<file path="src/pkg/gpc_consts.svh">
`ifndef GPC_CONSTS_SVH
`define GPC_CONSTS_SVH
`define GPC_IO_BASE 8'h20
`define GPC_OFF_B_IN 8'h23
`define GPC_OFF_B_DIR 8'h24
`define GPC_OFF_B_OUT 8'h25
`define GPC_OFF_C_IN 8'h26
`define GPC_OFF_C_DIR 8'h27
`define GPC_OFF_C_OUT 8'h28
`define GPC_OFF_D_DIR 8'h2A
`define GPC_OFF_D_OUT 8'h2B
`define GPC_OFF_CTRL 8'h55
`define GPC_RST_PORT 8'h00
`define GPC_RST_CTRL 8'h00
`define GPC_CTRL_MASK 8'h73
`define GPC_BIT_SLEEP_OFF 6
`define GPC_BIT_SLEEP_UNLOCK 5
`define GPC_BIT_PULLUP_OFF 4
`define GPC_BIT_VEC_SEL 1
`define GPC_BIT_VEC_UNLOCK 0
`define GPC_UNLOCK_CYCLES 3'd4
`define GPC_SLEEP_DELAY 3'd3
`define GPC_SLEEP_HOLD 3'd3
`endif

</file>
<file path="src/pkg/gpc_pkg.sv">
package gpc_pkg;
  typedef logic [7:0] gpc_byte_t;
  typedef enum logic [2:0] {
    GPC_SO_IDLE = 3'b001,
    GPC_SO_WAIT = 3'b010,
    GPC_SO_ACTIVE = 3'b100
  } gpc_sleep_e;
endpackage : gpc_pkg

</file>
<file path="src/pkg/gpc_port_if.sv">
interface gpc_port_if #(parameter int WIDTH = 8);
  logic wr_dir;
  logic wr_out;
  logic wr_tog;
  logic [WIDTH-1:0] wdata;
  logic pullup_off;
  logic [WIDTH-1:0] dir;
  logic [WIDTH-1:0] out;
  logic [WIDTH-1:0] pin_level;
  logic [WIDTH-1:0] pad_out;
  logic [WIDTH-1:0] pad_oe;
  logic [WIDTH-1:0] pad_pullup;
  modport ctrl (output wr_dir, wr_out, wr_tog, wdata, pullup_off, input dir, out, pin_level);
  modport port (input wr_dir, wr_out, wr_tog, wdata, pullup_off, output dir, out, pin_level,
    pad_out, pad_oe, pad_pullup);
endinterface : gpc_port_if
</file>
<file path="src/design/gpc_io_ctrl.sv">
`include "gpc_consts.svh"
module gpc_io_ctrl
  import gpc_pkg::*;
#(
  parameter int B_WIDTH = 8,
  parameter int C_WIDTH = 7,
  parameter int D_WIDTH = 8
) (
  input wire logic CLK_SYS_I,
  input wire logic RST_N_I,
  input wire logic DATA_WR_I,
  input wire logic DATA_RD_I,
  input wire logic IO_WR_I,
  input wire logic IO_RD_I,
  input wire logic [7:0] ADDR_I,
  input wire logic [7:0] WDATA_I,
  output logic [7:0] RDATA_O,
  output logic HIT_O,
  input wire logic [B_WIDTH-1:0] PB_PIN_I,
  output logic [B_WIDTH-1:0] PB_OUT_O,
  output logic [B_WIDTH-1:0] PB_OE_O,
  output logic [B_WIDTH-1:0] PB_PULLUP_O,
  input wire logic [C_WIDTH-1:0] PC_PIN_I,
  output logic [C_WIDTH-1:0] PC_OUT_O,
  output logic [C_WIDTH-1:0] PC_OE_O,
  output logic [C_WIDTH-1:0] PC_PULLUP_O,
  input wire logic [D_WIDTH-1:0] PD_PIN_I,
  output logic [D_WIDTH-1:0] PD_OUT_O,
  output logic [D_WIDTH-1:0] PD_OE_O,
  output logic [D_WIDTH-1:0] PD_PULLUP_O,
  input wire logic SLEEP_EXEC_I,
  input wire logic EXEC_IN_BOOT_I,
  input wire logic APP_LOCK_BIT_I,
  input wire logic BOOT_LOCK_BIT_I,
  input wire logic INSTR_DONE_I,
  output logic VECTOR_IN_BOOT_O,
  output logic IRQ_BLOCK_O,
  output logic BROWNOUT_SLEEP_OFF_O,
  output logic DETECTOR_OFF_IN_SLEEP_O
);

  // ************************************************************
  // Parameter checks
  // ************************************************************
  // Decode and field masks assume the fixed port widths
  if (B_WIDTH != 8 || C_WIDTH != 7 || D_WIDTH != 8) begin : g_bad_widths
    $error("gpc_io_ctrl: port widths are fixed at 8/7/8");
  end

  // ************************************************************
  // Address decode
  // ************************************************************
  logic wr;
  logic rd;
  logic [7:0] off;
  gpc_byte_t wdata;

  assign wr = DATA_WR_I | IO_WR_I;
  assign rd = DATA_RD_I | IO_RD_I;
  assign wdata = WDATA_I;

  always_comb begin
    off = ADDR_I;
    if (IO_WR_I || IO_RD_I) begin
      off = {2'b00, ADDR_I[5:0]} + `GPC_IO_BASE;
    end
  end

  logic sel_b_in, sel_b_dir, sel_b_out, sel_c_in, sel_c_dir, sel_c_out, sel_d_dir, sel_d_out, sel_ctrl;
  assign sel_b_in = (off == `GPC_OFF_B_IN);
  assign sel_b_dir = (off == `GPC_OFF_B_DIR);
  assign sel_b_out = (off == `GPC_OFF_B_OUT);
  assign sel_c_in = (off == `GPC_OFF_C_IN);
  assign sel_c_dir = (off == `GPC_OFF_C_DIR);
  assign sel_c_out = (off == `GPC_OFF_C_OUT);
  assign sel_d_dir = (off == `GPC_OFF_D_DIR);
  assign sel_d_out = (off == `GPC_OFF_D_OUT);
  assign sel_ctrl = (off == `GPC_OFF_CTRL);

  // ************************************************************
  // Ports
  // ************************************************************
  gpc_port_if #(.WIDTH(B_WIDTH)) pb_if ();
  gpc_port_if #(.WIDTH(C_WIDTH)) pc_if ();
  gpc_port_if #(.WIDTH(D_WIDTH)) pd_if ();

  logic [7:0] ctrl_q;
  logic pud_q;
  logic vsel_q;
  logic pullup_off;
  assign pullup_off = pud_q;

  assign pb_if.wr_dir = wr & sel_b_dir;
  assign pb_if.wr_out = wr & sel_b_out;
  assign pb_if.wr_tog = wr & sel_b_in;
  assign pb_if.wdata = wdata[B_WIDTH-1:0];
  assign pb_if.pullup_off = pullup_off;
  assign pc_if.wr_dir = wr & sel_c_dir;
  assign pc_if.wr_out = wr & sel_c_out;
  assign pc_if.wr_tog = wr & sel_c_in;
  assign pc_if.wdata = wdata[C_WIDTH-1:0];
  assign pc_if.pullup_off = pullup_off;
  // Port D input register lives outside this bank; no toggle path here
  assign pd_if.wr_dir = wr & sel_d_dir;
  assign pd_if.wr_out = wr & sel_d_out;
  assign pd_if.wr_tog = 1'b0;
  assign pd_if.wdata = wdata[D_WIDTH-1:0];
  assign pd_if.pullup_off = pullup_off;

  gpc_port #(.WIDTH(B_WIDTH)) u_pb (.clk_i(CLK_SYS_I), .rst_n_i(RST_N_I), .pin_i(PB_PIN_I), .bus(pb_if.port));
  gpc_port #(.WIDTH(C_WIDTH)) u_pc (.clk_i(CLK_SYS_I), .rst_n_i(RST_N_I), .pin_i(PC_PIN_I), .bus(pc_if.port));
  gpc_port #(.WIDTH(D_WIDTH)) u_pd (.clk_i(CLK_SYS_I), .rst_n_i(RST_N_I), .pin_i(PD_PIN_I), .bus(pd_if.port));

  assign PB_OUT_O = pb_if.pad_out;
  assign PB_OE_O = pb_if.pad_oe;
  assign PB_PULLUP_O = pb_if.pad_pullup;
  assign PC_OUT_O = pc_if.pad_out;
  assign PC_OE_O = pc_if.pad_oe;
  assign PC_PULLUP_O = pc_if.pad_pullup;
  assign PD_OUT_O = pd_if.pad_out;
  assign PD_OE_O = pd_if.pad_oe;
  assign PD_PULLUP_O = pd_if.pad_pullup;

  // ************************************************************
  // Control register: pull-up and vector select
  // ************************************************************
  logic ctrl_wr;
  logic [2:0] unlock_cnt_q;
  logic vec_unlock_q;
  logic sel_written;
  assign ctrl_wr = wr & sel_ctrl;
  assign sel_written = ctrl_wr & vec_unlock_q & ~wdata[`GPC_BIT_VEC_UNLOCK];

  always_ff @(posedge CLK_SYS_I) begin
    if (!RST_N_I) begin
      pud_q <= 1'b0;
    end else if (ctrl_wr) begin
      pud_q <= wdata[`GPC_BIT_PULLUP_OFF];
    end
  end

  // Select only changes inside the unlock window; stray writes leave it alone
  always_ff @(posedge CLK_SYS_I) begin
    if (!RST_N_I) begin
      vsel_q <= 1'b0;
    end else if (sel_written) begin
      vsel_q <= wdata[`GPC_BIT_VEC_SEL];
    end
  end

  always_ff @(posedge CLK_SYS_I) begin
    if (!RST_N_I) begin
      vec_unlock_q <= 1'b0;
      unlock_cnt_q <= 3'd0;
    end else if (ctrl_wr && wdata[`GPC_BIT_VEC_UNLOCK]) begin
      vec_unlock_q <= 1'b1;
      unlock_cnt_q <= `GPC_UNLOCK_CYCLES - 3'd1;
    end else if (sel_written || unlock_cnt_q == 3'd0) begin
      vec_unlock_q <= 1'b0;
      unlock_cnt_q <= 3'd0;
    end else begin
      unlock_cnt_q <= unlock_cnt_q - 3'd1;
    end
  end

  // ************************************************************
  // Interrupt blocking
  // ************************************************************
  // Blocking holds until the instruction after the select write completes
  logic post_sel_q;
  always_ff @(posedge CLK_SYS_I) begin
    if (!RST_N_I) begin
      post_sel_q <= 1'b0;
    end else if (sel_written) begin
      post_sel_q <= 1'b1;
    end else if (INSTR_DONE_I) begin
      post_sel_q <= 1'b0;
    end
  end

  // ************************************************************
  // Brown-out sleep-off timed sequence
  // ************************************************************
  gpc_sleep_e so_q;
  logic [2:0] so_cnt_q;
  logic [2:0] so_unlock_cnt_q;
  logic so_unlock_q;
  logic arm;

  always_ff @(posedge CLK_SYS_I) begin
    if (!RST_N_I) begin
      so_unlock_q <= 1'b0;
      so_unlock_cnt_q <= 3'd0;
    end else if (ctrl_wr && wdata[`GPC_BIT_SLEEP_OFF] && wdata[`GPC_BIT_SLEEP_UNLOCK]) begin
      so_unlock_q <= 1'b1;
      so_unlock_cnt_q <= `GPC_UNLOCK_CYCLES - 3'd1;
    end else if (arm || so_unlock_cnt_q == 3'd0) begin
      so_unlock_q <= 1'b0;
      so_unlock_cnt_q <= 3'd0;
    end else begin
      so_unlock_cnt_q <= so_unlock_cnt_q - 3'd1;
    end
  end
  assign arm = ctrl_wr & so_unlock_q & wdata[`GPC_BIT_SLEEP_OFF] & ~wdata[`GPC_BIT_SLEEP_UNLOCK];

  always_ff @(posedge CLK_SYS_I) begin
    if (!RST_N_I) begin
      so_q <= GPC_SO_IDLE;
      so_cnt_q <= 3'd0;
    end else begin
      unique case (so_q)
        GPC_SO_IDLE: begin
          if (arm) begin
            so_q <= GPC_SO_WAIT;
            so_cnt_q <= `GPC_SLEEP_DELAY - 3'd1;
          end
        end
        GPC_SO_WAIT: begin
          if (so_cnt_q == 3'd0) begin
            so_q <= GPC_SO_ACTIVE;
            so_cnt_q <= `GPC_SLEEP_HOLD - 3'd1;
          end else begin
            so_cnt_q <= so_cnt_q - 3'd1;
          end
        end
        GPC_SO_ACTIVE: begin
          if (so_cnt_q == 3'd0) begin
            so_q <= GPC_SO_IDLE;
          end else begin
            so_cnt_q <= so_cnt_q - 3'd1;
          end
        end
        default: begin
          so_q <= GPC_SO_IDLE;
        end
      endcase
    end
  end
  // Bit reads set from the arming write so software sees it accepted
  // Holes at bits 7, 3 and 2 keep the reset value and read as zero
  always_comb begin
    ctrl_q = `GPC_RST_CTRL;
    ctrl_q[`GPC_BIT_SLEEP_OFF] = (so_q != GPC_SO_IDLE);
    ctrl_q[`GPC_BIT_SLEEP_UNLOCK] = so_unlock_q;
    ctrl_q[`GPC_BIT_PULLUP_OFF] = pud_q;
    ctrl_q[`GPC_BIT_VEC_SEL] = vsel_q;
    ctrl_q[`GPC_BIT_VEC_UNLOCK] = vec_unlock_q;
  end

  // Registered pulse: next value is high from the last wait cycle, so it shows three cycles after arming
  logic sleep_off_d;
  assign sleep_off_d = ((so_q == GPC_SO_WAIT) && (so_cnt_q == 3'd0)) ||
    ((so_q == GPC_SO_ACTIVE) && (so_cnt_q != 3'd0));

  // ************************************************************
  // Core-facing outputs
  // ************************************************************
  logic irq_block_d;
  logic lock_block;
  assign lock_block = (ctrl_q[`GPC_BIT_VEC_SEL] & APP_LOCK_BIT_I & ~EXEC_IN_BOOT_I) |
    (~ctrl_q[`GPC_BIT_VEC_SEL] & BOOT_LOCK_BIT_I & EXEC_IN_BOOT_I);
  // Last unlock cycle left out: the registered block then ends four cycles after the unlock write
  assign irq_block_d = (ctrl_wr & wdata[`GPC_BIT_VEC_UNLOCK]) | (vec_unlock_q & (unlock_cnt_q != 3'd0)) |
    post_sel_q | sel_written | lock_block;

  always_ff @(posedge CLK_SYS_I) begin
    if (!RST_N_I) begin
      IRQ_BLOCK_O <= 1'b0;
    end else begin
      IRQ_BLOCK_O <= irq_block_d;
    end
  end

  // Follows the select write in the same edge so fetch sees the new table at once
  always_ff @(posedge CLK_SYS_I) begin
    if (!RST_N_I) begin
      VECTOR_IN_BOOT_O <= 1'b0;
    end else begin
      VECTOR_IN_BOOT_O <= sel_written ? wdata[`GPC_BIT_VEC_SEL] : ctrl_q[`GPC_BIT_VEC_SEL];
    end
  end

  always_ff @(posedge CLK_SYS_I) begin
    if (!RST_N_I) begin
      BROWNOUT_SLEEP_OFF_O <= 1'b0;
    end else begin
      BROWNOUT_SLEEP_OFF_O <= sleep_off_d;
    end
  end

  // ************************************************************
  // Sleep entry
  // ************************************************************
  // Decision is latched per sleep; it holds until the next sleep instruction
  always_ff @(posedge CLK_SYS_I) begin
    if (!RST_N_I) begin
      DETECTOR_OFF_IN_SLEEP_O <= 1'b0;
    end else if (SLEEP_EXEC_I) begin
      DETECTOR_OFF_IN_SLEEP_O <= (so_q == GPC_SO_ACTIVE);
    end
  end

  // ************************************************************
  // Read data
  // ************************************************************
  gpc_byte_t rdata_d;
  always_comb begin
    rdata_d = 8'h00;
    if (sel_b_in) rdata_d = 8'(pb_if.pin_level);
    if (sel_b_dir) rdata_d = 8'(pb_if.dir);
    if (sel_b_out) rdata_d = 8'(pb_if.out);
    if (sel_c_in) rdata_d = 8'(pc_if.pin_level);
    if (sel_c_dir) rdata_d = 8'(pc_if.dir);
    if (sel_c_out) rdata_d = 8'(pc_if.out);
    if (sel_d_dir) rdata_d = 8'(pd_if.dir);
    if (sel_d_out) rdata_d = 8'(pd_if.out);
    if (sel_ctrl) rdata_d = ctrl_q & `GPC_CTRL_MASK;
  end

  logic hit;
  assign hit = sel_b_in | sel_b_dir | sel_b_out | sel_c_in | sel_c_dir | sel_c_out | sel_d_dir | sel_d_out |
    sel_ctrl;

  // Idle cycles return zero so a shared read bus can be ORed
  always_ff @(posedge CLK_SYS_I) begin
    if (!RST_N_I) begin
      RDATA_O <= 8'h00;
    end else begin
      RDATA_O <= rd ? rdata_d : 8'h00;
    end
  end

  // Writes report a hit too, so the core can tell a dead address
  always_ff @(posedge CLK_SYS_I) begin
    if (!RST_N_I) begin
      HIT_O <= 1'b0;
    end else begin
      HIT_O <= (rd | wr) & hit;
    end
  end
endmodule : gpc_io_ctrl

</file>
<file path="src/design/gpc_port.sv">
`include "gpc_consts.svh"
module gpc_port #(
  parameter int WIDTH = 8
) (
  input wire logic clk_i,
  input wire logic rst_n_i,
  input wire logic [WIDTH-1:0] pin_i,
  gpc_port_if.port bus
);
  logic [WIDTH-1:0] dir_q;
  logic [WIDTH-1:0] out_q;
  logic [WIDTH-1:0] sync1_q;
  logic [WIDTH-1:0] sync2_q;
  logic [WIDTH-1:0] pad_out_q;
  logic [WIDTH-1:0] pad_oe_q;
  logic [WIDTH-1:0] pad_pu_q;

  if (WIDTH < 1 || WIDTH > 8) begin : g_bad_width
    $error("gpc_port: WIDTH must be 1..8");
  end

  always_ff @(posedge clk_i) begin
    if (!rst_n_i) begin
      dir_q <= WIDTH'(`GPC_RST_PORT);
    end else if (bus.wr_dir) begin
      dir_q <= bus.wdata;
    end
  end

  always_ff @(posedge clk_i) begin
    if (!rst_n_i) begin
      out_q <= WIDTH'(`GPC_RST_PORT);
    end else if (bus.wr_tog) begin
      out_q <= out_q ^ bus.wdata;
    end else if (bus.wr_out) begin
      out_q <= bus.wdata;
    end
  end

  // No reset: levels follow the pins
  always_ff @(posedge clk_i) begin
    sync1_q <= pin_i;
    sync2_q <= sync1_q;
  end

  genvar g;
  generate
    for (g = 0; g < WIDTH; g++) begin : g_pad
      always_ff @(posedge clk_i) begin
        if (!rst_n_i) begin
          pad_out_q[g] <= 1'b0;
          pad_oe_q[g] <= 1'b0;
          pad_pu_q[g] <= 1'b0;
        end else begin
          pad_oe_q[g] <= dir_q[g];
          pad_out_q[g] <= out_q[g] & dir_q[g];
          pad_pu_q[g] <= ~dir_q[g] & out_q[g] & ~bus.pullup_off;
        end
      end
    end
  endgenerate

  assign bus.dir = dir_q;
  assign bus.out = out_q;
  assign bus.pin_level = sync2_q;
  assign bus.pad_out = pad_out_q;
  assign bus.pad_oe = pad_oe_q;
  assign bus.pad_pullup = pad_pu_q;
endmodule : gpc_port

</file>
<file path="config.mk">
export PLATFORM = sky130hd
export DESIGN_NAME = gpc_io_ctrl
export DESIGN_NICKNAME = d
export VERILOG_FILES = /design/src/pkg/gpc_pkg.sv /design/src/pkg/gpc_port_if.sv /design/src/design/gpc_io_ctrl.sv /design/src/design/gpc_port.sv
export VERILOG_INCLUDE_DIRS = /design/src /design/src/pkg
export SDC_FILE = /design/constraint.sdc
export NUM_CORES = 1
export LEC_CHECK = 0
export BUFFER_PORTS_ARGS = -buffer_cell sky130_fd_sc_hd__buf_2
export CORE_MARGIN = 10
export CORE_UTILIZATION = 36
export CTS_CLUSTER_SIZE = 30
export DETAILED_ROUTE_END_ITERATION = 10
export PLACE_DENSITY = 0.7
export SLEW_MARGIN = 15
export SYNTH_ARGS = -nofsm -noshare
export SYNTH_HDL_FRONTEND = slang
export SYNTH_SLANG_ARGS = --single-unit
</file>
<file path="constraint.sdc">
create_clock -name CLK_SYS_I -period 1.78 [get_ports CLK_SYS_I]
set_clock_uncertainty 0.1 [all_clocks]
set_input_delay 0.178 -clock CLK_SYS_I [delete_from_list [all_inputs] [get_ports CLK_SYS_I]]
set_output_delay 0.178 -clock CLK_SYS_I [all_outputs]
set_load 0.03 [all_outputs]
</file>
# Word level (Yosys, flattened, before mapping)
# Index checks and enable logic that the tools add are counted.
[word_totals]
regBits = 174
in_bits = 50
output_inout_bits = 82
wordCells = 312
[op_classes]
n_addsub = 4
eq_ne = 17
n_mux = 31
bitwise = 138
reduce_logical = 26
[ops]
columns = ["cell", "n"]
rows = [
  ["$and 1x1->1", 90],
  ["$mux 8", 11],
  ["$eq 8x6->1 const B", 8],
  ["$not 1->1", 30],
  ["$mux 7", 3],
  ["$pmux 3 s3", 2],
  ["$or 1x1->1", 16],
  ["$mux 3", 5],
  ["$reduce_bool 2->1", 5],
  ["$logic_not 3->1", 3],
  ["$reduce_bool 3->1", 3],
  ["$reduce_or 3->1", 3],
  ["$sub 3x1->3 const B", 3],
  ["$eq 8x7->1 const B", 1],
  ["$mux 2", 4],
  ["$ne 2x2->1 const B", 4],
  ["$xor 8x8->8", 1],
  ["$add 6x6->7 const B", 1],
  ["$xor 7x7->7", 1],
  ["$mux 1", 6],
  ["$reduce_and 3->1", 2],
  ["$logic_and 1x1->1", 5],
  ["$logic_or 1x1->1", 4],
  ["$eq 3x1->1 const B", 1],
  ["4 further kinds", 4],
]

# Longest topological paths before layout
# Gate-level depths: netlist of the first run.
[logic_depth]
depth_word = 12
ltp_mapped = 7
depth_no_buf = 7

# Cells and area by module
# From an unflattened synthesis of the first run, not the netlist that was laid out.
[hier_totals]
hier_cells = 663
hier_area_um2 = 7093.1
[modules_own_cells]
columns = ["module", "instances", "cells_each", "area_per_inst_um2", "seq_area_each_um2"]
rows = [
  ["gpc_port (u_pb ...)", 2, 137, 1719.1, 1121.1],
  ["gpc_io_ctrl", 1, 269, 2145.8, 580.6],
  ["gpc_port (u_pc)", 1, 120, 1508.9, 980.9],
]

# Worst setup path before layout of the first run
# Ideal clock, no wire load.
[synth_timing]
path_type = "register to register"
start = "reg so_q[1]"
end = "reg so_cnt_q[2]"
setup_ns = 0.128
arrival_ns = 1.555
t_required_ns = 1.552
setup_slack_ns = -0.003
stages_incl_launch_ff = 6
path_buffers = 1
synth_period_minus_slack_ns = 1.783
cell_sequence = "dfxtp_1 clkbuf_1 or4b_2 nor3_1 o221a_2 nor2_1"
[synth_between]
elab_chain_len = 3
elab_cells_between_ends = 8
cone_classes = "5 x eq/ne; 1 x mux; 2 x reduce/logical"
[synth_lines]
columns = ["element", "line", "source"]
rows = [
  ["start: declaration", "gpc_io_ctrl.sv:184", "gpc_sleep_e so_q;"],
  ["start signal: assignment", "gpc_io_ctrl.sv:208", "so_q <= GPC_SO_IDLE;"],
  ["start signal: assignment", "gpc_io_ctrl.sv:214", "so_q <= GPC_SO_WAIT;"],
  ["start signal: assignment", "gpc_io_ctrl.sv:220", "so_q <= GPC_SO_ACTIVE;"],
  ["$eq 3x3->1, or another cell as far along", "gpc_io_ctrl.sv:211", "unique case (so_q)"],
  ["$ne 2x2->1 (no source line) or $reduce_bool 3->1 (tied branches)", "n/a", ""],
  ["$reduce_and 3->1 (no source line)", "n/a", ""],
  ["end signal: assignment", "gpc_io_ctrl.sv:215", "so_cnt_q <= `GPC_SLEEP_DELAY - 3'd1;"],
  ["end signal: assignment", "gpc_io_ctrl.sv:221", "so_cnt_q <= `GPC_SLEEP_HOLD - 3'd1;"],
  ["end signal: assignment", "gpc_io_ctrl.sv:223", "so_cnt_q <= so_cnt_q - 3'd1;"],
  ["end: declaration", "gpc_io_ctrl.sv:185", "logic [2:0] so_cnt_q;"],
]
# Several ways; a longest one is shown, not always the timed one.
# A chain may end at the register's enable or synchronous reset.

# Worst setup path after layout of the first run
[layout_timing]
start = "reg so_unlock_q"
end = "reg so_cnt_q[2]"
[layout_between]
elab_chain_len = 5
[layout_lines]
columns = ["element", "line", "source"]
rows = [
  ["start: declaration", "gpc_io_ctrl.sv:187", "logic so_unlock_q;"],
  ["start signal: assignment", "gpc_io_ctrl.sv:192", "so_unlock_q <= 1'b0;"],
  ["start signal: assignment", "gpc_io_ctrl.sv:195", "so_unlock_q <= 1'b1;"],
  ["start signal: assignment", "gpc_io_ctrl.sv:198", "so_unlock_q <= 1'b0;"],
  ["$and 1x1->1 (3 in series)", "gpc_io_ctrl.sv:204", "assign arm = ctrl_wr & so_unlock_q & wdata[`GPC_BIT_SLEEP_OFF] & ~wdata[`GPC_BIT_SLEEP_UNLOCK];"],
  ["$ne 2x2->1 (no source line)", "n/a", ""],
  ["$reduce_and 3->1 (no source line)", "n/a", ""],
]
# Every way passes these cells.

==> results of run 1 <==
-- routing by layer --
layer  vias to the layer above  wire length, um  global-route usage, %
li1                       2669                -                      -
met2                       176             8180                   23.7
met5                         -                0                      0
met3                        25             1220                   3.65
met4                         0              410                   6.54
met1                      2467             8470                   20.2
-- final cells by class --
class / count / area, sq um
tap: 225 / 282
timing repair buffer: 210 / 1350
multi-input combinational: 400 / 2630
inverter: 36 / 135
clock buffer: 20 / 457
sequential: 174 / 3480
fill: 1589 / 8870
clock inverter: 12 / 149
-- kinds of logic (layout without fill, tap and decap cells) --
logic type      count (synthesis)  in the layout
fa+ha+maj                       6              6
flops                         174            174
compound gates                125            125
xor+xnor                       10             10
mux                            36             36
buf+inv                        73            278
simple gates                  223            223
-- critical path, stage by stage (launching register included) --
cell and delay (ns):
dfxtp_1 0.35, o211ai_1 0.13, or4b_4 0.52, nor3_2 0.15, o221a_2 0.21, nor2_1 0.04
-- placed cells by master, fill, tap and decap left out, drive strengths merged, types with 4 or more instances in the layout --
master       synthesis  final
clkbuf              28     20
and2                 8      8
a21o                 6      6
nand2               38     38
a222oi               4      4
mux2i               35     35
nand3               12     12
dlygate4sd3          0     23
nor3b               19     19
ha                   6      6
a211o               10     10
o22ai                4      4
inv                 35     40
nor2                63     63
nor3                18     18
a21oi               26     26
and4                 7      7
buf                  9    187
xor2                 8      8
o21ai               19     19
nand2b               6      6
dfxtp              174    174
clkinv               1      6
o21a                 4      4
nor2b               10     10
a32oi                7      7
o31ai               23     23
nand4                4      4
and3                25     25
-- metrics by stage --
stage | std cells | hold WS, ns | util, % | total power [mW] | TNS [ns]
3_5_place_dp | 1022 | 0.182 | 44.0 | 4.82 | -2.54
2_1_floorplan | 647 | 0.106 | - | 4.55 | 0
6_report | 1077 | 0.0169 | 48.9 | 8.55 | 0
3_3_place_gp | 1022 | 0.182 | 44.0 | 4.80 | -1.38
4_1_cts | 1077 | 0.000446 | 48.9 | 8.63 | 0
5_1_grt | 1077 | 0.0261 | 48.9 | 8.87 | 0
-- how the worst max path moves through the flow --
| stage | startpoint | to | slack, ns |
|---|---|---|---|
| floorplan | so_q[1] | so_cnt_q[2] | 0.04 |
| CTS | so_cnt_q[0] | so_cnt_q[1] | 0.1 |
| detailed placement | ADDR_I[4] | u_pb.bus.dir[0] | -0.08 |
| finish | so_unlock_q | so_cnt_q[2] | 0.16 |
| global placement | ADDR_I[4] | u_pc.bus.out[2] | -0.06 |
| global route | so_unlock_q | so_cnt_q[2] | 0.05 |
-- what timing repair did --
action,4_1_cts,5_1_grt
gates resized for setup,1,1
endpoints found under the hold margin,30,0
pin swaps,0,0
hold buffers,23,0
setup endpoints to repair,1,1
-- power by group through the flow --
stage	clock network (mW)	registers [mW]	logic [mW]
2_1_floorplan	0	4.14	0.409
3_3_place_gp	0	4.13	0.664
3_5_place_dp	0	4.14	0.688
4_1_cts	3.85	4.05	0.730
5_1_grt	4.00	4.06	0.814
6_report	3.77	4.05	0.727
==> reports/results.txt, run 1 <==
status = complete, no violations
Area Overhead vs Synth = 32.7%
Synth Warn # = 0
htree depth = 4
PnR worst setup slack = 0.163 ns
final wirelength = 18,300 um
Int Power = 6.52 mW
Post-Place Worst Slack = -0.0841 ns
row count = 48
port bufs = 123
Core Region = 17,400 sq um
clk sinks = 174
die area = 23,500 sq um
WP data required = 1.99 ns
Worst Setup End Kind = register
synthesized area per cell = 9.89 sq um
max frequency = 618 MHz
P_leak = 3.93 nW
GRT overflow = 0
unrepaired setup endpoints after global routing = no
clock root cell = clkbuf_16
HPWL after detailed placement = 13,700 um
Post-synth EDFFs = 0
Hold Crit Class = input port to register
initial antenna violation count = 0
Synth area leaders = dfxtp_1, mux2i_1, nor2_1
synthesized flop and latch total = 174
Synth Area in Compound Gates = 13.8%
Critical Path AT = 1.83 ns
CTS Buf Count = 17
chip width = 153 um
CTS max path bufs = 2
Die Y = 153 um
adder-cell area share of the yosys netlist = 1.17%
Peak VDD IR = 0.669 mV
# nets final = 895
largest net degree at the start of global routing = 58
Tcrit/Tclk final = 90.8%
Reg2Reg Setup Slack = 0.16 ns
cell with the most instances after synthesis = dfxtp_1
Design Area, Final = 8490 sq um
worst skew pair latency = 0.44 ns
post-route minimum period = 1.62 ns
Mapped Cells = 647
antenna diode count = 0
routed vias = 5,337
hold path startpoint = WDATA_I[0]
most frequently used flop master after synthesis = dfxtp_1
CTS tree = done
post-synthesis sequential area ratio = 54.4%
vias in the first global route = 5,370
starting density of the core = 36.9%
Hold Path End = u_pc.bus.out[0]
area leader, netlist = dfxtp_1
Seq pwr share = 47.4%
IO Pins = 132
Syn Nets = 703
global-route wire length before repair = 29,300 um
R2R Path Start = so_unlock_q
Synth top area share = 54.4%
Remaining DRCs = 0
FFs w/ async S/R, synth = 0%
Final Hold Vio Count = 0
Synth Area in Simple Gates = 18.9%
Max-Cap Viols = 0
Critical Path Start Type = register
vias per inst = 4.96
XOR/XNOR Fraction of Synth Area = 1.37%
GPL Wtd Cong = 0.924
ratio of cells with drive above 1 in the final layout = 27.8%
wire per inst = 17.0 um
Worst-path clk slew = 0.06 ns
sw frac = 23.8%
# setup viols final = 0
hold path depth = 2
Placed Area = 7640 sq um
post-synthesis mux area share = 5.71%
combinational family with the most area after synthesis = simple AND/OR/NAND/NOR gates
Setup Buffers After CTS = 0
Clock power frac = 44.1%
PD cells = 1010 nW/um^2
Mapped Area = 6400 sq um
Synth top cells by count = dfxtp_1, nor2_1, nand2_1
GRT Total Usage = 15.4%
Yosys cell types = 64
DR pass1 iterations = 5
Max Fanout on Critical Path = 3
Worst slew margin = 76.3%
reg2reg end = so_cnt_q[2]
R2R cell count = 5
fin. max-slew vios = 0
initial drt markers = 378
crit path kind = register to register
ANT nets after route = 0
Gate power share = 8.5%
worst slew pin tran = 0.355 ns
Psw = 2.03 mW
Power figures use the tool's default switching activity.
==> inputs of run 2 (changes only) <==
--- a/config.mk
+++ b/config.mk
@@ -6,12 +6,12 @@
 export SDC_FILE = /design/constraint.sdc
 export NUM_CORES = 1
 export LEC_CHECK = 0
-export BUFFER_PORTS_ARGS = -buffer_cell sky130_fd_sc_hd__buf_2
 export CORE_MARGIN = 10
 export CORE_UTILIZATION = 36
 export CTS_CLUSTER_SIZE = 30
 export DETAILED_ROUTE_END_ITERATION = 10
-export PLACE_DENSITY = 0.7
+export DONT_BUFFER_PORTS = 1
+export PLACE_DENSITY = 0.64
 export SLEW_MARGIN = 15
 export SYNTH_ARGS = -nofsm -noshare
 export SYNTH_HDL_FRONTEND = slang
==> reports/results.txt, run 2 (synthesis gave the netlist of run 1 again) <==
status = complete, no violations (unchanged)
R2R Path Start = so_cnt_q[0] (was so_unlock_q)
Tcrit/Tclk final = 97.8% (was 90.8%)
starting density of the core = 36.9% (unchanged)
Setup Buffers After CTS = 0 (unchanged)
die area = 23,500 sq um (unchanged)
Critical Path AT = 1.96 ns (was 1.83 ns)
Final Hold Vio Count = 0 (unchanged)
ratio of cells with drive above 1 in the final layout = 12.6% (was 27.8%)
Hold Crit Class = input port to register (unchanged)
chip width = 153 um (unchanged)
Crit path max-delay family = simple AND/OR/NAND/NOR gates (unchanged)
Worst-path clk slew = 0.07 ns (was 0.06 ns)
most common cell after layout, fill and taps aside = dfxtp_1 (unchanged)
unrepaired setup endpoints after global routing = no (unchanged)
Reg2Reg Setup Slack = 0.06 ns (was 0.16 ns)
CTS Buf Count = 17 (unchanged)
port bufs = 0 (was 123)
worst slew pin tran = 0.522 ns (was 0.355 ns)
initial drt markers = 405 (was 378)
final wirelength = 19,300 um (was 18,300 um)
htree depth = 4 (unchanged)
clk sinks = 174 (unchanged)
worst skew pair latency = 0.44 ns (about the same)
WP data required = 2.00 ns (was 1.99 ns)
R2R cell count = 7 (was 5)
Remaining DRCs = 0 (unchanged)
initial antenna violation count = 1 (was 0)
vias per inst = 5.31 (was 4.96)
largest net degree at the start of global routing = 68 (was 58)
reg2reg end = so_cnt_q[0] (was so_cnt_q[2])
routed vias = 4,994 (was 5,337)
Worst slew margin = 64.5% (was 76.3%)
CTS tree = done (unchanged)
crit path kind = input port to register (was register to register)
fin. max-slew vios = 0 (unchanged)
setup TNS = 0 ns (unchanged)
Critical path buffers and inverters = 1 (was 0)
clock root cell = clkbuf_16 (unchanged)
Hold Path End = RDATA_O[5] (was u_pc.bus.out[0])
# fillers = 1,637 (was 1,589)
DR pass1 iterations = 5 (unchanged)
row count = 48 (unchanged)
# nets final = 758 (was 895)
PD cells = 1070 nW/um^2 (was 1010 nW/um^2)
hold path startpoint = RST_N_I (was WDATA_I[0])
CTS max path bufs = 2 (unchanged)
slowest CP cell = dlygate4sd3_1 (was or4b_4)
Tot Pwr = 8.39 mW (was 8.55 mW)
IO Pins = 132 (unchanged)
GRT Total Usage = 16.2% (was 15.4%)
Max-Cap Viols = 0 (unchanged)
# setup viols final = 0 (unchanged)
CP Cell Sequence = dlygate4sd3_1, or4b_4, nor3_4, o221a_2, nor2_1 (was o211ai_1, or4b_4, nor3_2, o221a_2, nor2_1)
Max Fanout on Critical Path = 10 (was 3)
most frequent cells in the layout = dfxtp_1, nor2_1, nand2_1 (was dfxtp_1, buf_2, buf_4)
Critical Path Start Type = input port (was register)
P_leak = 3.25 nW (was 3.93 nW)
max frequency = 574 MHz (was 618 MHz)
Crit path largest cell delay = 0.73 ns (was 0.52 ns)
Core Region = 17,400 sq um (unchanged)
GRT overflow = 0 (unchanged)
GPL Wtd Cong = 0.871 (was 0.924)
Die Y = 153 um (unchanged)
HPWL after detailed placement = 14,000 um (was 13,700 um)
wire per inst = 20.5 um (was 17.0 um)
Post-Route Utilization = 45.0% (was 48.9%)
global-route wire length before repair = 29,800 um (was 29,300 um)
ANT nets after route = 0 (unchanged)
Area Overhead vs Synth = 22.2% (was 32.7%)
vias in the first global route = 4,992 (was 5,370)
hold path depth = 3 (was 2)
Worst Setup End Kind = register (unchanged)
Peak VDD IR = 0.668 mV (was 0.669 mV)
post-route minimum period = 1.74 ns (was 1.62 ns)
## run 2: cell count changes in the layout (fill, tap and decap cells not counted), moves of 3 or more
cell           before  now
buf_2             123    0
clkinvlp_4          0    3
dlygate4sd3_1      23   34
buf_4              62   35
## run 2: worst min-delay path, cell delays in order
cell     delay, ns
o21ai_0       0.10
buf_4         0.16
o31ai_1       0.07
## run 2: worst max-delay path by stage
stage | startpoint | endpoint | slack (ns) | cells after the start
after global routing | so_cnt_q[0] | so_cnt_q[0] | 0.01 | 7
after detailed placement | so_unlock_q | so_cnt_q[2] | -0.007 | 5
after global placement | so_unlock_q | so_cnt_q[2] | 0.05 | 5
after CTS | so_cnt_q[0] | so_cnt_q[1] | 0.05 | 7
after floorplan | so_q[1] | so_cnt_q[2] | 0.04 | 5
final | WDATA_I[5] | so_cnt_q[2] | 0.04 | 5
## run 2: cell type report
class,instances,area [sq um],share of cell area [%]
antenna,1,2.50,0.0320
sequential,174,3480,44.6
timing repair buffer,73,691,8.84
inverter,36,135,1.73
clock buffer,18,439,5.62
tap,225,282,3.60
clock inverter,14,148,1.89
multi-input combinational,400,2640,33.7
## run 2: power by group
part	leakage, nW	internal [mW]	switching [mW]	total, mW
combinational	1.55	0.290	0.351	0.641
clock	0.280	2.01	1.67	3.68
sequential	1.41	4.01	0.0641	4.07
total	3.25	6.31	2.08	8.39
## run 2: timing repair
action	in CTS	in global routing
endpoints found under the hold margin	128	0
resized for setup	2	1
hold buffers	35	0
endpoints found under the setup margin	1	2
## run 2: stage by stage
step	std cells	hold WS, ns	instance area (sq um)	setup WS (ns)
global route	940	0.0202	7810	0.00971
CTS	940	0.0201	7810	0.0458
floorplan	647	0.106	6400	0.0449
finish	941	0.0350	7820	0.0390
global placement	873	0.106	6850	0.0528
detailed placement	873	0.106	6850	-0.00687
## run 2: routing by layer
layer	wire length, um	share of wire, %	up-vias	track usage (%)
met1	8630	45	2408	20.4
met2	8740	45	175	24.5
met5	0	0	-	0
met4	467	2.4	0	6.81
met3	1500	7.7	29	5.56
li1	-	-	2382	-
==> inputs of run 3 (changes only) <==
--- a/config.mk
+++ b/config.mk
@@ -8,10 +8,12 @@
 export LEC_CHECK = 0
 export CORE_MARGIN = 10
 export CORE_UTILIZATION = 36
+export CTS_BUF_LIST = sky130_fd_sc_hd__clkbuf_16
 export CTS_CLUSTER_SIZE = 30
 export DETAILED_ROUTE_END_ITERATION = 10
 export DONT_BUFFER_PORTS = 1
 export PLACE_DENSITY = 0.64
+export RECOVER_POWER = 100
 export SLEW_MARGIN = 15
 export SYNTH_ARGS = -nofsm -noshare
 export SYNTH_HDL_FRONTEND = slang
==> reports/results.txt, run 3 (synthesis gave the netlist of run 1 again) <==
slowest CP cell = dlygate4sd3_1 (unchanged)
port bufs = 0 (unchanged)
# nets final = 758 (unchanged)
vias in the first global route = 4,994 (was 4,992)
unrepaired setup endpoints after global routing = no (unchanged)
DR pass1 iterations = 5 (unchanged)
Max Fanout on Critical Path = 10 (unchanged)
largest net degree at the start of global routing = 68 (unchanged)
most frequent cells in the layout = dfxtp_1, nor2_1, nand2_1 (unchanged)
post-route minimum period = 1.76 ns (was 1.74 ns)
fin. max-slew vios = 0 (unchanged)
hold path depth = 3 (unchanged)
PD cells = 1080 nW/um^2 (was 1070 nW/um^2)
Worst slew margin = 54.7% (was 64.5%)
final wirelength = 19,300 um (about the same)
clk sinks = 174 (unchanged)
WP data required = 2.00 ns (about the same)
max frequency = 570 MHz (was 574 MHz)
initial antenna violation count = 1 (unchanged)
die area = 23,500 sq um (unchanged)
dpl cells = 873 (unchanged)
Hold Crit Class = input port to register (unchanged)
global-route wire length before repair = 29,800 um (about the same)
Critical Path Start Type = input port (unchanged)
GRT Total Usage = 16.2% (unchanged)
Hold Path End = RDATA_O[5] (unchanged)
M2 GR Usage = 24.5% (unchanged)
CTS Buf Count = 17 (unchanged)
IO Pins = 132 (unchanged)
ANT nets after route = 0 (unchanged)
Worst-path clk slew = 0.07 ns (about the same)
R2R Path Start = so_cnt_q[0] (unchanged)
Max-Cap Viols = 0 (unchanged)
status = complete, no violations (unchanged)
Tcrit/Tclk final = 98.6% (was 97.8%)
ratio of cells with drive above 1 in the final layout = 11.0% (was 12.6%)
clock root cell = clkbuf_16 (unchanged)
crit path kind = input port to register (unchanged)
Peak VDD IR = 0.666 mV (was 0.668 mV)
Remaining DRCs = 0 (unchanged)
Area Overhead vs Synth = 20.5% (was 22.2%)
# setup viols final = 0 (unchanged)
HPWL after detailed placement = 14,000 um (unchanged)
met1 Resource Use GR = 20.4% (unchanged)
PnR worst setup slack = 0.0245 ns (was 0.0390 ns)
most common cell after layout, fill and taps aside = dfxtp_1 (unchanged)
GRT overflow = 0 (unchanged)
Setup Buffers After CTS = 0 (unchanged)
M3 GR Usage = 5.56% (unchanged)
Post-Route Utilization = 44.4% (was 45.0%)
Worst Setup End Kind = register (unchanged)
Post-Place Worst Slack = -0.00687 ns (unchanged)
worst slew pin tran = 0.679 ns (was 0.522 ns)
reg2reg end = so_cnt_q[0] (unchanged)
Critical Path AT = 1.97 ns (was 1.96 ns)
hold path startpoint = RST_N_I (unchanged)
GPL Wtd Cong = 0.871 (unchanged)
row count = 48 (unchanged)
routed vias = 4,994 (unchanged)
chip width = 153 um (unchanged)
Die Y = 153 um (unchanged)
CP Cell Sequence = dlygate4sd3_1, or4b_4, nor3_2, o221a_2, nor2_1 (was dlygate4sd3_1, or4b_4, nor3_4, o221a_2, nor2_1)
Reg2Reg Setup Slack = 0.04 ns (was 0.06 ns)
starting density of the core = 36.9% (unchanged)
CTS max path bufs = 2 (unchanged)
# fillers = 1,655 (was 1,637)
Crit path largest cell delay = 0.73 ns (about the same)
GRT busiest layer = met2 (unchanged)
Final Hold Vio Count = 0 (unchanged)
wire per inst = 20.5 um (about the same)
htree depth = 4 (unchanged)
P_leak = 3.18 nW (was 3.25 nW)
Core Region = 17,400 sq um (unchanged)
R2R cell count = 7 (unchanged)
vias per inst = 5.31 (unchanged)
initial drt markers = 372 (was 405)
Placed Area = 6850 sq um (unchanged)
CTS tree = done (unchanged)
worst skew pair latency = 0.44 ns (about the same)
Design Area, Final = 7710 sq um (was 7820 sq um)
post-route insts no fill = 941 (unchanged)
setup TNS = 0 ns (unchanged)
==> run 3: cell types whose count changed in the layout (fill, tap and decap cells not counted), sizes merged <==
cell,previous run,this run
buf,39,29
clkbuf,18,27
clkinv,4,5
==> run 3: worst max-delay path by stage <==
stage                 from           to  slack [ns]  cells past startpoint
6_report        WDATA_I[5]  so_cnt_q[2]        0.02                      5
5_1_grt        so_cnt_q[0]  so_cnt_q[0]        0.01                      7
4_1_cts        so_cnt_q[0]  so_cnt_q[1]        0.05                      7
3_5_place_dp   so_unlock_q  so_cnt_q[2]      -0.007                      5
3_3_place_gp   so_unlock_q  so_cnt_q[2]        0.05                      5
2_1_floorplan      so_q[1]  so_cnt_q[2]        0.04                      5
==> run 3: through the flow <==
stage | power [mW] | hold slack (ns)
floorplan | 4.55 | 0.106
global placement | 4.64 | 0.106
detailed placement | 4.68 | 0.106
CTS | 8.42 | 0.0201
global route | 8.65 | 0.0202
finish | 8.33 | 0.0353
==> run 3: cell type report <==
type / instances / area, sq um / share of cell area [%]
timing repair buffer: 73 / 626 / 8.11
clock buffer: 17 / 425 / 5.52
inverter: 36 / 135 / 1.75
antenna: 1 / 2.50 / 0.0325
multi-input combinational: 400 / 2610 / 33.8
sequential: 174 / 3480 / 45.2
tap: 225 / 282 / 3.65
clock inverter: 15 / 151 / 1.96
==> run 3: where the power goes <==
part	internal (mW)	switching, mW	total, mW	leakage, nW
clock network	1.97	1.66	3.63	0.274
registers	4.01	0.0641	4.07	1.41
logic	0.284	0.347	0.632	1.49
==> run 3: routing by layer <==
layer  wire [um]  part of all wire [%]  vias to the layer above
met5           0                     0                        -
met4         451                   2.3                        0
met3        1520                   7.9                       27
met2        8730                    45                      179
met1        8560                    44                     2403
li1            -                     -                     2385
==> run 3: what timing repair did <==
action | in CTS | in global routing
setup endpoints to repair | 1 | 2
hold endpoints to repair | 128 | 0
resized for setup | 2 | 1
hold buffers | 35 | 0
==> run 3: worst max-delay path: cells and delay by family <==
family / cells / cell delay [ns]
simple gates: 3 / 0.85
buf+inv: 1 / 0.73
compound gates: 1 / 0.22
